### src/include/tbti_pkg.sv
// shared constants and carrier types for the test-branch and table-interpolate unit
package tbti_pkg;

	// opcodes: loop family on page 1, table lookup on page 2
	localparam logic [7:0]  OPC_LOOP      = 8'h04;
	localparam logic [7:0]  OPC_TABLE     = 8'h3d;
	localparam logic [15:0] LOOP_LEN      = 16'h0003;

	// loop postbyte fields
	localparam int          LB_OP_HI      = 7;
	localparam int          LB_OP_LO      = 6;
	localparam int          LB_SENSE_BIT  = 5;
	localparam int          LB_SIGN_BIT   = 4;
	localparam int          LB_SEL_HI     = 2;
	localparam logic [1:0]  OP_DEC        = 2'b00;
	localparam logic [1:0]  OP_TEST       = 2'b01;
	localparam logic [1:0]  OP_INC        = 2'b10;
	localparam logic [2:0]  CNT_A         = 3'b000;
	localparam logic [2:0]  CNT_B         = 3'b001;
	localparam logic [2:0]  CNT_D         = 3'b100;
	localparam logic [2:0]  CNT_X         = 3'b101;
	localparam logic [2:0]  CNT_Y         = 3'b110;
	localparam logic [2:0]  CNT_SP        = 3'b111;

	// index postbyte field positions
	localparam int          XB_CONST_BIT  = 5;
	localparam int          XB_ACC_BIT    = 2;
	localparam logic [2:0]  XB_ACC_TAG    = 3'b111;
	localparam logic [1:0]  XB_ACC_IND    = 2'b11;

	// condition flag bit positions (S X H I N Z V C)
	localparam int          FLAG_N        = 3;
	localparam int          FLAG_Z        = 2;
	localparam int          FLAG_V        = 1;
	localparam int          FLAG_C        = 0;

	// reset values
	localparam logic [15:0] RST_WORD      = 16'h0000;
	localparam logic [7:0]  RST_BYTE      = 8'h00;

	typedef enum logic [1:0] {
		TBTI_IDLE     = 2'b00,
		TBTI_FETCH_LO = 2'b01,
		TBTI_FETCH_HI = 2'b11
	} tbti_state_type;

	typedef struct packed {
		logic        page2;
		logic [7:0]  opcode;
		logic [7:0]  postbyte;
		logic [7:0]  offset;
	} tbti_instr_type;

	typedef struct packed {
		logic [7:0]  a;
		logic [7:0]  b;
		logic [15:0] x;
		logic [15:0] y;
		logic [15:0] sp;
		logic [15:0] pc;
		logic [7:0]  flags;
	} tbti_regs_type;

	typedef struct packed {
		logic        pc_we;
		logic [15:0] pc;
		logic        cnt_we;
		logic [2:0]  cnt_sel;
		logic [15:0] cnt_val;
		logic        a_we;
		logic [7:0]  a;
		logic        flags_we;
		logic [7:0]  flags;
	} tbti_result_type;

	localparam tbti_result_type RST_RESULT = '0;

endpackage
### src/core/tbti_core.sv
// execution unit for counter test-and-branch and 8-bit table interpolation
// Operation
// - zero-test branch takes next-instruction address plus sign-extended offset when counter is zero.
// - non-zero-test branch is taken only when the counter is not zero.
// - three-byte instruction; displacement spans -256..+255 from the next instruction.
// - postbyte bits 2:0 pick A, B, D, X, Y or SP; 010 and 011 are invalid.
// - postbyte bit 5 picks branch sense; bit 3 is ignored.
// - postbyte bit 4 is the displacement sign above the offset byte.
// - postbyte bits 7:6 equal 01 test only; 00 decrements and 10 increments first; 11 is invalid.
// - decrement or increment the counter by one, then test the new value.
// - A gets Y1 plus fraction B times (Y2 minus Y1), unrounded, 8 bits.
// - B is an unsigned fraction with radix point left of its top bit.
// - first entry at effective address, second at effective address plus one.
// - product is 16 bits with radix between bits 7 and 8; integer part added.
// - table accepts only short constant or accumulator offset index forms.
// - after table, N is result top bit and Z is set for a zero result.
// - after table, C is set when the dropped fraction would round upward.
`timescale 1ns/1ps

module tbti_core
(
	input  wire logic                     clk_i,
	input  wire logic                     rst_i,
	input  wire logic                     en_i,
	input  wire logic                     start_i,
	input  wire tbti_pkg::tbti_instr_type instr_i,
	input  wire tbti_pkg::tbti_regs_type  regs_i,
	input  wire logic [15:0]              ea_i,
	input  wire logic                     mem_ack_i,
	input  wire logic [7:0]               mem_rdata_i,
	output logic                          mem_req_o,
	output logic [15:0]                   mem_addr_o,
	output logic                          busy_o,
	output logic                          done_o,
	output logic                          illegal_o,
	output tbti_pkg::tbti_result_type     res_o
);
	import tbti_pkg::*;

	tbti_state_type  state_q;
	tbti_result_type res_q;
	logic            req_q;
	logic [15:0]     addr_q;
	logic            done_q;
	logic            illegal_q;
	logic [7:0]      y1_q;
	logic [7:0]      frac_q;
	logic [7:0]      flags_q;

	////////////////////////////////////////////////////////////////////////
	// instruction decode
	wire logic        idle_w    = (state_q == TBTI_IDLE);
	wire logic        loop_w    = start_i && idle_w && !instr_i.page2 && (instr_i.opcode == OPC_LOOP);
	wire logic        table_w   = start_i && idle_w && instr_i.page2 && (instr_i.opcode == OPC_TABLE);
	wire logic [7:0]  pb_w      = instr_i.postbyte;
	wire logic [2:0]  sel_w     = pb_w[LB_SEL_HI:0];
	wire logic [1:0]  op_w      = pb_w[LB_OP_HI:LB_OP_LO];
	// bit 3 never reaches any term below
	wire logic        sel_ok_w  = (sel_w != 3'b010) && (sel_w != 3'b011);
	wire logic        op_ok_w   = (op_w != 2'b11);
	wire logic        loop_ok_w = loop_w && sel_ok_w && op_ok_w;

	// short constant form, or accumulator offset without the indirect code
	wire logic        xb_const_w = !pb_w[XB_CONST_BIT];
	wire logic        xb_acc_w   = (pb_w[7:5] == XB_ACC_TAG) && pb_w[XB_ACC_BIT] && (pb_w[1:0] != XB_ACC_IND);
	wire logic        table_ok_w = table_w && (xb_const_w || xb_acc_w);

	////////////////////////////////////////////////////////////////////////
	// counter selection and update
	wire logic [15:0] cnt_raw_w =
		(sel_w == CNT_A) ? {8'h00, regs_i.a} :
		(sel_w == CNT_B) ? {8'h00, regs_i.b} :
		(sel_w == CNT_D) ? {regs_i.a, regs_i.b} :
		(sel_w == CNT_X) ? regs_i.x :
		(sel_w == CNT_Y) ? regs_i.y : regs_i.sp;
	wire logic        byte_w    = !sel_w[LB_SEL_HI];
	// step before the test so the branch sees the updated value
	wire logic [15:0] cnt_upd_w =
		(op_w == OP_DEC) ? cnt_raw_w - 16'h0001 :
		(op_w == OP_INC) ? cnt_raw_w + 16'h0001 : cnt_raw_w;
	// byte counters wrap within eight bits, not into the high byte
	wire logic [15:0] cnt_eff_w = byte_w ? {8'h00, cnt_upd_w[7:0]} : cnt_upd_w;
	wire logic        zero_w    = (cnt_eff_w == RST_WORD);
	wire logic        take_w    = pb_w[LB_SENSE_BIT] ? !zero_w : zero_w;

	// nine-bit displacement, sign from the postbyte
	wire logic [15:0] disp_w    = {{8{pb_w[LB_SIGN_BIT]}}, instr_i.offset};
	wire logic [15:0] next_pc_w = regs_i.pc + LOOP_LEN;
	wire logic [15:0] target_w  = next_pc_w + disp_w;

	////////////////////////////////////////////////////////////////////////
	// interpolation arithmetic, b taken as a fraction of 256
	wire logic signed [8:0]  diff_w   = $signed({1'b0, mem_rdata_i}) - $signed({1'b0, y1_q});
	wire logic signed [17:0] prod_w   = $signed({1'b0, frac_q}) * diff_w;
	wire logic [7:0]         interp_w = y1_q + prod_w[15:8];
	wire logic               round_w  = prod_w[7];
	wire logic               ack_lo_w = (state_q == TBTI_FETCH_LO) && mem_ack_i;
	wire logic               ack_hi_w = (state_q == TBTI_FETCH_HI) && mem_ack_i;
	// mask, half-carry and overflow pass through untouched
	wire logic [7:0]         tflags_w = {flags_q[7:4], interp_w[7], (interp_w == RST_BYTE), flags_q[FLAG_V], round_w};

	// loop and table results; flags written by the table result only
	wire tbti_result_type loop_res_w = '{pc_we: take_w, pc: target_w, cnt_we: (op_w != OP_TEST),
		cnt_sel: sel_w, cnt_val: cnt_eff_w, a_we: 1'b0, a: RST_BYTE, flags_we: 1'b0, flags: regs_i.flags};
	wire tbti_result_type tbl_res_w  = '{pc_we: 1'b0, pc: RST_WORD, cnt_we: 1'b0, cnt_sel: CNT_A,
		cnt_val: RST_WORD, a_we: 1'b1, a: interp_w, flags_we: 1'b1, flags: tflags_w};

	////////////////////////////////////////////////////////////////////////
	// sequencer; a low enable freezes everything, pulses included
	always_ff @(posedge clk_i or posedge rst_i)
	begin
		if (rst_i)
		begin
			state_q   <= TBTI_IDLE;
			req_q     <= 1'b0;
			addr_q    <= RST_WORD;
			done_q    <= 1'b0;
			illegal_q <= 1'b0;
			res_q     <= RST_RESULT;
		end
		else if (en_i)
		begin
			done_q    <= 1'b0;
			illegal_q <= 1'b0;
			res_q     <= RST_RESULT;
			unique case (state_q)
				TBTI_IDLE:
				begin
					if (loop_ok_w)
					begin
						done_q <= 1'b1;
						res_q  <= loop_res_w;
					end
					else if (table_ok_w)
					begin
						state_q <= TBTI_FETCH_LO;
						req_q   <= 1'b1;
						addr_q  <= ea_i;
					end
					illegal_q <= (loop_w && !loop_ok_w) || (table_w && !table_ok_w);
				end
				TBTI_FETCH_LO:
				begin
					if (mem_ack_i)
					begin
						state_q <= TBTI_FETCH_HI;
						addr_q  <= addr_q + 16'h0001;
					end
				end
				TBTI_FETCH_HI:
				begin
					if (mem_ack_i)
					begin
						state_q <= TBTI_IDLE;
						req_q   <= 1'b0;
						done_q  <= 1'b1;
						res_q   <= tbl_res_w;
					end
				end
				// unused code 10: fall back to idle and drop the request
				default:
				begin
					state_q <= TBTI_IDLE;
					req_q   <= 1'b0;
				end
			endcase
		end
	end

	// operand capture: fraction and flags at start, first entry on its ack
	always_ff @(posedge clk_i or posedge rst_i)
	begin
		if (rst_i)
		begin
			y1_q    <= RST_BYTE;
			frac_q  <= RST_BYTE;
			flags_q <= RST_BYTE;
		end
		else if (en_i)
		begin
			if (table_ok_w)
			begin
				frac_q  <= regs_i.b;
				flags_q <= regs_i.flags;
			end
			if (ack_lo_w)
				y1_q <= mem_rdata_i;
		end
	end

	assign mem_req_o  = req_q;
	assign mem_addr_o = addr_q;
	assign busy_o     = req_q;
	assign done_o     = done_q;
	assign illegal_o  = illegal_q;
	assign res_o      = res_q;

	// reference interpolation in wide integer arithmetic
	wire logic signed [31:0] ref_full_w = int'(y1_q) * 256 + int'(frac_q) * (int'(mem_rdata_i) - int'(y1_q));
endmodule

### config.mk
export PLATFORM = sky130hd
export DESIGN_NAME = tbti_core
export DESIGN_NICKNAME = d
export VERILOG_FILES = /design/src/include/tbti_pkg.sv /design/src/core/tbti_core.sv
export SDC_FILE = /design/constraint.sdc
export NUM_CORES = 1
export LEC_CHECK = 0
export BUFFER_PORTS_ARGS = -buffer_cell sky130_fd_sc_hd__buf_2
export CORE_MARGIN = 3
export CORE_UTILIZATION = 50
export DETAILED_ROUTE_END_ITERATION = 8
export PLACE_DENSITY = 0.75
export REMOVE_ABC_BUFFERS = 1
export SYNTH_ARGS = -nofsm -noshare
export SYNTH_HDL_FRONTEND = slang
export SYNTH_SLANG_ARGS = --single-unit
### constraint.sdc
create_clock -name clk_i -period 15.34 [get_ports clk_i]
set_input_delay 3.068 -clock clk_i [delete_from_list [all_inputs] [get_ports clk_i]]
set_output_delay 3.068 -clock clk_i [all_outputs]
set_load 0.01 [all_outputs]
After elaboration in Yosys (flattened, before gate mapping)
Index checks and enable logic that the tools add are counted.

Register bits after elaboration: 100. Input port bits: 142. Output and inout bits: 75.

Add/sub/neg operators: 7. $mul: 1. Equality and inequality tests: 19. Mux-type cells: 29. Bitwise gates (word level): 1. Reductions and logical operators: 32.

Operators with widths (count): 2-to-1 mux 16 bit (11); one-hot mux 55 bit (2 select lines) (1); 2-to-1 mux 55 bit (1); adder 16 x 1 -> 16 bit, second input constant (2); one-hot mux 16 bit (2 select lines) (1); 2-to-1 mux 18 bit (1); adder 16 bit (1); adder 16 x 2 -> 16 bit, second input constant (1); zero test 16 bit (1); multiplier 9 x 9 -> 16 bit (1); subtractor 16 x 1 -> 16 bit, second input constant (1); AND reduction 5 bit (3); logical AND 1 bit (14); equality test 3 bit, second input constant (4); != test 2 bit, second input constant (5); subtractor 8 x 8 -> 9 bit (1); adder 8 bit (1); equality test 8 x 3 -> 1 bit, second input constant (1); equality test 8 x 6 -> 1 bit, second input constant (1); zero test 8 bit (1); 2-to-1 mux 2 bit (4); 2-to-1 mux 1 bit (7); != test 3 x 2 -> 1 bit, second input constant (2); one-hot mux 2 bit (3 select lines) (1); 13 further kinds (22).

Logic depth before layout (Yosys ltp)
Gate-level depths: netlist (run 1).

Depth after elaboration: 15. Depth in mapped cells: 36. Gate-level depth less buffers: 36.

Worst setup path before layout (run 1)
No wires, ideal clock.

Path type: input port to flip-flop. Start: in mem_rdata_i[0]. End: reg res_q, in the netlist res_o[2]. Library setup time: 0.126 ns. Arrival: 10.231 ns. Required time: 15.214 ns. Path slack: 4.983 ns. Stages: 35. Buffers on the path: 1. Cells stage by stage: inv_1 ha_1 fa_1 nor2b_1 o21ai_0 nand2b_1 a21o_1 a21o_1 a31o_2 clkbuf_1 or2_2 fa_1 fa_1 inv_1 fa_1 fa_1 inv_1 fa_1 inv_1 ha_1 a21oi_1 nor2b_1 nor2_1 xnor2_1 ha_1 a21oi_1 nand2_1 a21o_1 a21o_1 a21o_1 a21oi_1 xnor2_1 xnor2_1 xnor2_1 a221o_1.

Longest elaborated chain between the ends: 6.

Ends and longest elaborated chain: start, declared (RTL line tbti_core.sv:30) `input wire logic [7:0] mem_rdata_i,`; subtractor 8 x 8 -> 9 bit (RTL line tbti_core.sv:93) `wire logic signed [8:0] diff_w = $signed({1'b0, mem_rdata_i}) - $signed({1'b0, y1_q});`; multiplier 9 x 9 -> 16 bit (RTL line tbti_core.sv:94) `wire logic signed [17:0] prod_w = $signed({1'b0, frac_q}) * diff_w;`; adder 8 bit (RTL line tbti_core.sv:95) `wire logic [7:0] interp_w = y1_q + prod_w[15:8];`; zero test 8 bit (RTL line tbti_core.sv:100) `wire logic [7:0] tflags_w = {flags_q[7:4], interp_w[7], (interp_w == RST_BYTE), flags_q[FLAG_V], round_w};`; 2-to-1 mux 18 bit (RTL line tbti_core.sv:152) `if (mem_ack_i)`; one-hot mux 55 bit (2 select lines) (RTL line tbti_core.sv:126) `unique case (state_q)`; end signal, assigned (RTL line tbti_core.sv:132) `res_q <= loop_res_w;`; end signal, assigned (RTL line tbti_core.sv:157) `res_q <= tbl_res_w;`; end, declared (RTL line tbti_core.sv:41) `tbti_result_type res_q;`.

Every way passes these cells. A chain may end at the register's enable or synchronous reset.

Worst setup path in the final report (run 1)
Start: in mem_rdata_i[1]. End: reg res_q, in the netlist res_o[2].

The elaborated chain is that of the path after synthesis.

==> run_results.csv, run 1 <==
group,metric,value,unit
status,status,"complete, no violations",
floorplan,core,18100,µm²
logic_synthesis,synth-main-ff-cell,"dfrtp_1",
cells_and_area,fin_nets,1453,
setup_path,reg2reg_depth,35,
logic_synthesis,synth_cell_types,94,
cells_and_area,syn_to_final_growth,15.4,%
clock_network,cts_sinks,96,
placed_design,portBuffers,215,
timing,final_max_slew_viol_count,0,
setup_path,worst_path_max_delay_cell,"fa_1",
floorplan,pin_count,217,
setup_path,cp-end-kind,"flop",
route,dr.pass1.iters,5,
clock_network,cts_root_buf,"clkbuf_16",
setup_path,crit_fanout,8,
clock_network,h-tree-depth,3,
global_routing,grt-ovfl-total,0,
power_and_ir_drop,max-vdd-ir-drop,76.3,µV
logic_synthesis,synth-seq-area-share,25.7,%
clock_network,postCtsSetupBuffers,0,
power_and_ir_drop,pwr-share-comb,56.4,%
logic_synthesis,synth-edff-count,0,
floorplan,fp-row-count,49,
floorplan,dieArea,20300,µm²
power_and_ir_drop,p_switching,564,µW
setup_path,cp.arrival,10.88,ns
setup_path,startpoint_type,"input pin",
route,routedWlPerCell,17.9,µm
route,drc,0,
timing,tns,0,ns
power_and_ir_drop,power_frac_seq,26.0,%
floorplan,die_w,143,µm
flow_run,cap_violations,0,
timing,slew_headroom,23.8,%
clock_network,clk_pin_slew_worst_paths,0.07,ns
logic_synthesis,synthArstFlopShare,100,%
cells_and_area,drive_gt1_share,26.3,%
power_and_ir_drop,p_clk_share,17.6,%
worst_hold_path,min_path_cells,1,
worst_hold_path,hold_end,"res_o[27]",
timing,worst_pin_slew,1.14,ns
timing,setup_viol,0,
placed_design,gp_congestion,0.930,
global_routing,use_met2,39.7,%
worst_hold_path,hold_path.class,"reg -> reg",
route,ant_nets,0,
logic_synthesis,synth_warnings,0,
power_and_ir_drop,internal_power,722,µW
timing,hold_viol_final,0,
setup_path,crit_type,"in -> reg",
global_routing,antenna_found_initial,1,
setup_path,critPathMaxStageDelay,0.55,ns
setup_path,r2r_slack,7.01,ns
setup_path,rr_startpoint,"y1_q[1]",
logic_synthesis,syn_area_per_cell,9.47,µm²
global_routing,grt_use_total,24.6,%
clock_network,cts_tree,"yes",
route,via_per_inst,5.87,
power_and_ir_drop,finalPower,1290,µW
clock_network,cts.repair.resized,0,
logic_synthesis,ys_seq_elements,96,
timing,period_share,69.3,%
global_routing,use_met1,34.6,%
clock_network,ctsHoldBuffers,0,
logic_synthesis,synth_area_leaders,"dfrtp_1 (26%), ha_1 (12%), fa_1 (9.7%)",
power_and_ir_drop,power.share.switching,43.9,%
logic_synthesis,yosysTopAreaCellShare,25.7,%
floorplan,start_util,51.4,%
timing,fmax,0.0940,GHz
worst_hold_path,worstHoldStart,"res_o[27]",
logic_synthesis,yosysTopAreaCell,"dfrtp_1",
setup_path,regToRegEndpoint,"res_o[2]",
timing,fin_crit,10.64,ns
clock_network,clk_latency,0.35,ns
setup_path,critPathMostFrequentCell,"a21o_1",
placed_design,hpwl,19.6,mm
global_routing,grt_pass1_wl,40.7,mm
timing,fin_skew,0.00993,ns
route,finalWirelength,25.2,mm
global_routing,grt_start_max_net_pins,78,
logic_synthesis,synthesis.instances,985,
floorplan,die_h,143,µm
setup_path,worstPathRequired,15.58,ns
route,vias,8279,
power_and_ir_drop,leakage,0.00554,µW
global_routing,grtUsageMet3,3.88,%
clock_network,cts_made_buffers,9,
clock_network,clk_path_buf_depth,2,
global_routing,grt_pass1_vias,8075,
timing,rsz0062_at_grt,"false",
route,drt_iter0_markers,520,
logic_synthesis,synth_area,9330,µm²
power_and_ir_drop,power.density,119,nW/µm²
global_routing,grt_busiest_layer,"met2",
==> through the flow <==
step	hold WS (ns)	setup WS, ns	instance area (µm²)	std cells	utilization [%]
after floorplan	0.471	5.11	9080	946	-
after global placement	0.465	4.51	10500	1393	57.7
after detailed placement	0.468	4.33	10500	1393	57.7
after CTS	0.487	4.72	10800	1409	59.3
after global routing	0.509	4.23	10800	1409	59.3
final	0.478	4.70	10800	1410	59.3
==> state kept, by name (all words and copies together) (netlist names) <==
register,count
y1_q,8
mem_addr_o,16
frac_q,8
done_o,1
res_o,54
illegal_o,1
state_q,2
flags_q,5
busy_o,1
==> logic make-up after synthesis <==
family | count (synthesis) | synth area share [%]
simple gates | 308 | 18.7
compound gates | 235 | 18.7
fa+ha+maj | 136 | 21.9
buf+inv | 128 | 6.32
flops | 96 | 25.7
xor+xnor | 48 | 4.59
mux | 34 | 4.02
==> critical path, delay by kind of cell <==
kind	cells	cell delay, ns
buf+inv	4	0.27
simple gates	6	0.68
fa+ha+maj	8	3.51
compound gates	12	2.37
xor+xnor	5	0.97
==> worst max-delay path by stage <==
stage,from,to,depth (start not counted)
after global placement,mem_rdata_i[1],res_o[2],35
after global routing,mem_rdata_i[1],res_o[2],35
after CTS,mem_rdata_i[1],res_o[2],35
final,mem_rdata_i[1],res_o[2],35
after floorplan,mem_rdata_i[0],res_o[2],34
after detailed placement,mem_rdata_i[1],res_o[2],35
==> power groups by stage <==
stage	logic, µW	registers [µW]	clock network, µW
finish	726	334	227
global route	815	341	241
CTS	728	334	231
detailed placement	722	338	0
global placement	710	336	0
floorplan	514	342	0
==> synth_stat cells (all sizes together), types with 28 or more instances <==
master	number
nand3	39
nand2	48
o21ai	38
clkbuf	28
fa	45
xnor2	29
ha	91
nor2	42
and2	49
dfrtp	96
a21oi	47
inv	89
==> layout by cell type, fill, tap and decap left out, drive strengths merged, types with 5 or more instances in the layout <==
cell type,netlist,final
ha,91,91
nor2,42,42
xor2,19,19
clkbuf,28,12
o2bb2ai,20,20
nand3b,5,5
mux2,25,25
nor4,12,12
xnor2,29,29
nor3,17,17
a221o,9,9
or3,13,13
o21bai,5,5
o22ai,21,21
nand2b,24,24
dfrtp,96,96
mux2i,9,9
buf,11,218
o21ai,38,38
and3,19,19
a21oi,47,47
nor2b,10,10
a22o,15,15
nand4,7,7
fa,45,45
a21o,17,17
a32o,9,9
or4,5,5
nand4b,5,5
a22oi,9,9
and2,49,49
nand2,48,48
nand3,39,39
inv,89,91
==> metal layers <==
layer  vias to the layer above  routed length (µm)
li1                       3937                   -
met1                      4055               11300
met2                       250               12100
met3                        35                1440
met4                         2                 419
met5                         -                  13
==> layout make-up <==
type / count / area (µm²)
antenna: 1 / 2.50
clock buffer: 12 / 256
inverter: 89 / 337
sequential: 96 / 2400
clock inverter: 4 / 35.0
multi-input combinational: 761 / 6350
timing repair buffer: 218 / 1100
tap: 229 / 287
fill: 1660 / 7380
Note: power is estimated with default switching activity, not from simulation.
==> run 2: changes to the inputs <==
==> constraint.sdc (replaced) <==
create_clock -name clk_i -period 10.3 [get_ports clk_i]
set_input_delay 2.06 -clock clk_i [delete_from_list [all_inputs] [get_ports clk_i]]
set_output_delay 2.06 -clock clk_i [all_outputs]
set_load 0.01 [all_outputs]
==> run_results.csv, run 2 (synthesis results as in run 1) <==
group,metric,value,unit
status,status,"complete, no violations",
setup_path,crit_fanout,8,
clock_network,clk_path_buf_depth,2,
cells_and_area,final_cells,1412,
global_routing,grt_pass1_wl,41.6,mm
timing,rsz0062_at_grt,"false",
timing,period_share,93.0,%
cells_and_area,largest_reg_flops,54,
clock_network,cts_made_buffers,9,
power_and_ir_drop,max-vdd-ir-drop,114,µV
placed_design,placedInstanceArea,10500,µm²
setup_path,crit_type,"in -> reg",
global_routing,antenna_found_initial,1,
timing,slew_headroom,26.0,%
floorplan,dieArea,20300,µm²
setup_path,cp-end-kind,"flop",
placed_design,portBuffers,215,
timing,worst_pin_slew,1.11,ns
floorplan,start_util,51.4,%
setup_path,worstPathRequired,10.54,ns
route,ant_nets,0,
clock_network,clk_latency,0.35,ns
cells_and_area,drive_gt1_share,26.2,%
timing,fin_skew,0.00839,ns
placed_design,place_ws,0.423,ns
route,drt_iter0_markers,572,
timing,hold_viol_final,0,
floorplan,fp-row-count,49,
route,vias,8260,
route,finalWirelength,25.4,mm
global_routing,grt_use_total,25.2,%
floorplan,pin_count,217,
setup_path,worst_path_max_delay_cell,"fa_1",
power_and_ir_drop,pwr-share-comb,56.8,%
global_routing,grt_start_max_net_pins,79,
setup_path,startpoint_type,"input pin",
route,via_per_inst,5.85,
cells_and_area,layout_commonest_cell,"buf_2",
route,drc,0,
timing,tns,0,ns
power_and_ir_drop,leakage,0.00553,µW
cells_and_area,final_cell_mix,"buf_2 (215), dfrtp_1 (96), ha_1 (91)",
cells_and_area,fin_nets,1455,
setup_path,cp.arrival,9.82,ns
power_and_ir_drop,internal_power,1100,µW
clock_network,clk_pin_slew_worst_paths,0.07,ns
cells_and_area,post-route-util,59.4,%
floorplan,die_h,143,µm
clock_network,cts_tree,"yes",
clock_network,cts_sinks,96,
route,routedWlPerCell,18.0,µm
global_routing,grt-ovfl-total,0,
clock_network,h-tree-depth,3,
clock_network,cts_root_buf,"clkbuf_16",
timing,fin_crit,9.58,ns
timing,setup_slack,0.722,ns
timing,fmax,0.104,GHz
power_and_ir_drop,p_clk_share,17.5,%
setup_path,critPathMaxStageDelay,0.55,ns
power_and_ir_drop,power.density,179,nW/µm²
cells_and_area,syn_to_final_growth,15.5,%
flow_run,cap_violations,0,
global_routing,grt_pass1_vias,8202,
floorplan,core,18100,µm²
clock_network,ctsHoldBuffers,0,
setup_path,critPathMostFrequentCell,"a21o_1",
floorplan,die_w,143,µm
cells_and_area,fin_area,10800,µm²
worst_hold_path,hold_path.class,"reg -> reg",
power_and_ir_drop,power.share.switching,43.4,%
power_and_ir_drop,power_frac_seq,25.8,%
placed_design,hpwl,19.6,mm
power_and_ir_drop,p_switching,839,µW
clock_network,postCtsSetupBuffers,0,
timing,final_max_slew_viol_count,0,
route,dr.pass1.iters,7,
timing,setup_viol,0,
clock_network,cts.repair.resized,0,
placed_design,gp_congestion,0.927,
placed_design,placed_cells,1395,
==> run 2: cell types whose count changed in the layout (fill, tap and decap cells not counted) <==
cell	before	now
clkbuf_8	2	0
inv_6	2	1
clkinvlp_4	0	2
bufinv_16	0	1
buf_4	3	5
diode_2	1	2
clkinv_4	2	0
clkbuf_1	1	2
==> run 2: layout make-up <==
cell class | instances | area, µm²
diodes | 2 | 5.00
fillers | 1643 | 7370
well taps | 229 | 287
inverters | 89 | 337
clock buffers | 11 | 233
clock inverters | 4 | 53.8
flip-flops and latches | 96 | 2400
multi-input cells | 761 | 6350
repair buffers | 220 | 1110
==> run 2: worst paths after layout <==
path                                 from              to  slack [ns]  depth (start not counted)
min in group asynchronous           rst_i        res_o[2]        1.63                          2
setup / recovery           mem_rdata_i[1]        res_o[2]        0.72                         35
setup reg to reg                  y1_q[1]        res_o[2]        1.99                         35
hold reg to reg                 res_o[27]       res_o[27]        0.48                          1
max in group asynchronous           rst_i  mem_addr_o[14]        7.37                          3
hold / removal                  res_o[27]       res_o[27]        0.48                          1
==> run 2: per-layer routing <==
metal | part of all wire (%) | GRT usage (%)
met2 | 48 | 40.8
met4 | 1.4 | 5.55
met1 | 44 | 35.3
met3 | 5.9 | 4.69
met5 | 0.051 | 0
==> run 2: power groups by stage <==
stage	Sequential (µW)	Clock, µW	Combinational [µW]
2_1_floorplan	509	0	766
3_3_place_gp	501	0	1070
3_5_place_dp	502	0	1080
4_1_cts	497	345	1100
5_1_grt	508	360	1230
6_report	498	337	1100
==> run 2: worst max-delay path: cells and delay by family <==
kind | cells | cell delay [ns]
buffers and inverters | 4 | 0.25
XOR/XNOR | 5 | 0.95
AND/OR/NAND/NOR | 6 | 0.72
AO/OA/AOI/OAI | 12 | 2.32
adder cells (fa/ha/maj) | 8 | 3.50
==> run 2: stage by stage <==
stage	power, µW	hold WS [ns]
CTS	1940	0.487
floorplan	1280	0.471
global placement	1570	0.466
detailed placement	1590	0.468
finish	1930	0.482
global route	2100	0.500
==> run 3: changes to the inputs <==
--- a/config.mk
+++ b/config.mk
@@ -5,11 +5,12 @@
 export SDC_FILE = /design/constraint.sdc
 export NUM_CORES = 1
 export LEC_CHECK = 0
+export ABC_CLOCK_PERIOD_IN_PS = 10300
 export BUFFER_PORTS_ARGS = -buffer_cell sky130_fd_sc_hd__buf_2
 export CORE_MARGIN = 3
-export CORE_UTILIZATION = 50
+export CORE_UTILIZATION = 56
 export DETAILED_ROUTE_END_ITERATION = 8
-export PLACE_DENSITY = 0.75
+export PLACE_DENSITY = 0.83
 export REMOVE_ABC_BUFFERS = 1
 export SYNTH_ARGS = -nofsm -noshare
 export SYNTH_HDL_FRONTEND = slang
==> run_results.csv, run 3 (synthesis results as in run 1) <==
group,metric,value,unit
global_routing,use_met2,46.8,%
floorplan,start_util,57.9,%
timing,holdWs,0.484,ns
timing,slew_headroom,30.5,%
global_routing,grt_start_max_net_pins,66,
route,via_per_inst,5.97,
clock_network,cts_root_buf,"clkbuf_16",
timing,worst_pin_slew,1.04,ns
placed_design,placedInstanceArea,10500,µm²
power_and_ir_drop,power.density,181,nW/µm²
cells_and_area,final_cell_mix,"buf_2 (215), dfrtp_1 (96), ha_1 (91)",
worst_hold_path,hold_end,"res_o[13]",
clock_network,clk_path_buf_depth,2,
cells_and_area,layout_commonest_cell,"buf_2",
clock_network,h-tree-depth,3,
cells_and_area,post-route-util,66.8,%
setup_path,reg2reg_depth,35,
floorplan,fp-row-count,46,
floorplan,die_w,135,µm
setup_path,crit_fanout,8,
clock_network,ctsHoldBuffers,0,
clock_network,cts_made_buffers,9,
setup_path,worst_path_max_delay_cell,"fa_1",
timing,fmax,0.103,GHz
cells_and_area,fin_nets,1454,
setup_path,rr_startpoint,"y1_q[1]",
route,finalWirelength,26.0,mm
route,dr.pass1.iters,6,
setup_path,cp-end-kind,"flop",
cells_and_area,drive_gt1_share,26.3,%
route,routedWlPerCell,18.6,µm
global_routing,grt-ovfl-total,0,
timing,final_max_slew_viol_count,0,
floorplan,dieArea,18200,µm²
global_routing,antenna_found_initial,2,
worst_hold_path,min_path_cells,1,
placed_design,place_ws,0.285,ns
placed_design,hpwl,20.3,mm
status,status,"complete, no violations",
cells_and_area,syn_to_final_growth,15.3,%
route,vias,8337,
timing,fin_skew,0.00729,ns
setup_path,worstPathRequired,10.53,ns
floorplan,die_h,135,µm
setup_path,cp.arrival,9.95,ns
global_routing,grt_pass1_vias,8248,
clock_network,cts.repair.resized,0,
global_routing,grt_pass1_wl,41.0,mm
route,drc,0,
clock_network,clk_pin_slew_worst_paths,0.07,ns
worst_hold_path,hold_path.class,"reg -> reg",
placed_design,portBuffers,215,
timing,rsz0062_at_grt,"false",
floorplan,core,16100,µm²
setup_path,startpoint_type,"input pin",
cells_and_area,largest_reg_flops,54,
power_and_ir_drop,leakage,0.00554,µW
cells_and_area,diodes,0,
setup_path,critPathMaxStageDelay,0.55,ns
timing,tns,0,ns
timing,fin_crit,9.72,ns
clock_network,cts_tree,"yes",
route,ant_nets,0,
worst_hold_path,worstHoldStart,"res_o[13]",
setup_path,crit_type,"in -> reg",
floorplan,pin_count,217,
timing,setup_slack,0.582,ns
flow_run,cap_violations,0,
setup_path,regToRegEndpoint,"res_o[2]",
clock_network,clk_latency,0.35,ns
global_routing,use_met1,36.4,%
timing,setup_viol,0,
cells_and_area,fin_area,10800,µm²
route,drt_iter0_markers,547,
setup_path,critPathMostFrequentCell,"a21o_1",
global_routing,grtUsageMet3,6.71,%
placed_design,gp_congestion,0.951,
timing,hold_viol_final,0,
clock_network,postCtsSetupBuffers,0,
power_and_ir_drop,max-vdd-ir-drop,147,µV
clock_network,cts_sinks,96,
global_routing,grt_busiest_layer,"met2",
setup_path,r2r_slack,1.87,ns
global_routing,grt_use_total,28.0,%
timing,period_share,94.4,%
[run 3: cell type report]
type	count	area [µm²]
sequential	96	2400
clock inverter	4	53.8
multi-input combinational	761	6350
tap	216	270
clock buffer	11	243
fill	1308	5360
timing repair buffer	219	1110
inverter	89	337
[run 3: metal layers]
metal / part of all wire [%] / wire, µm
met4: 2.2 / 566
met2: 50 / 12900
met1: 41 / 10600
met3: 7.2 / 1870
met5: 0.081 / 21
[run 3: how the worst max path moves through the flow]
stage / cells after the start / end / from
floorplan: 34 / res_o[2] / mem_rdata_i[0]
CTS: 32 / res_o[2] / mem_rdata_i[1]
finish: 35 / res_o[2] / mem_rdata_i[1]
global placement: 35 / res_o[2] / mem_rdata_i[1]
detailed placement: 32 / res_o[2] / mem_rdata_i[1]
global route: 35 / res_o[2] / mem_rdata_i[1]
[run 3: worst max-delay path, delay by kind of cell]
family | cells | cell delay (ns)
compound gates | 12 | 2.44
xor+xnor | 5 | 0.96
fa+ha+maj | 8 | 3.51
buf+inv | 4 | 0.26
simple gates | 6 | 0.72
[run 3: where the power goes]
group / internal, µW / switching, µW / leakage (µW)
Sequential: 436 / 63.1 / 0.00130
Clock: 195 / 151 / 0.000138
Combinational: 469 / 635 / 0.00410
[run 3: metrics by stage]
step / instances / power, µW
after floorplan: 946 / 1280
after global placement: 1381 / 1550
after detailed placement: 1381 / 1590
after CTS: 1396 / 1950
after global routing: 1396 / 2100
final: 1396 / 1950
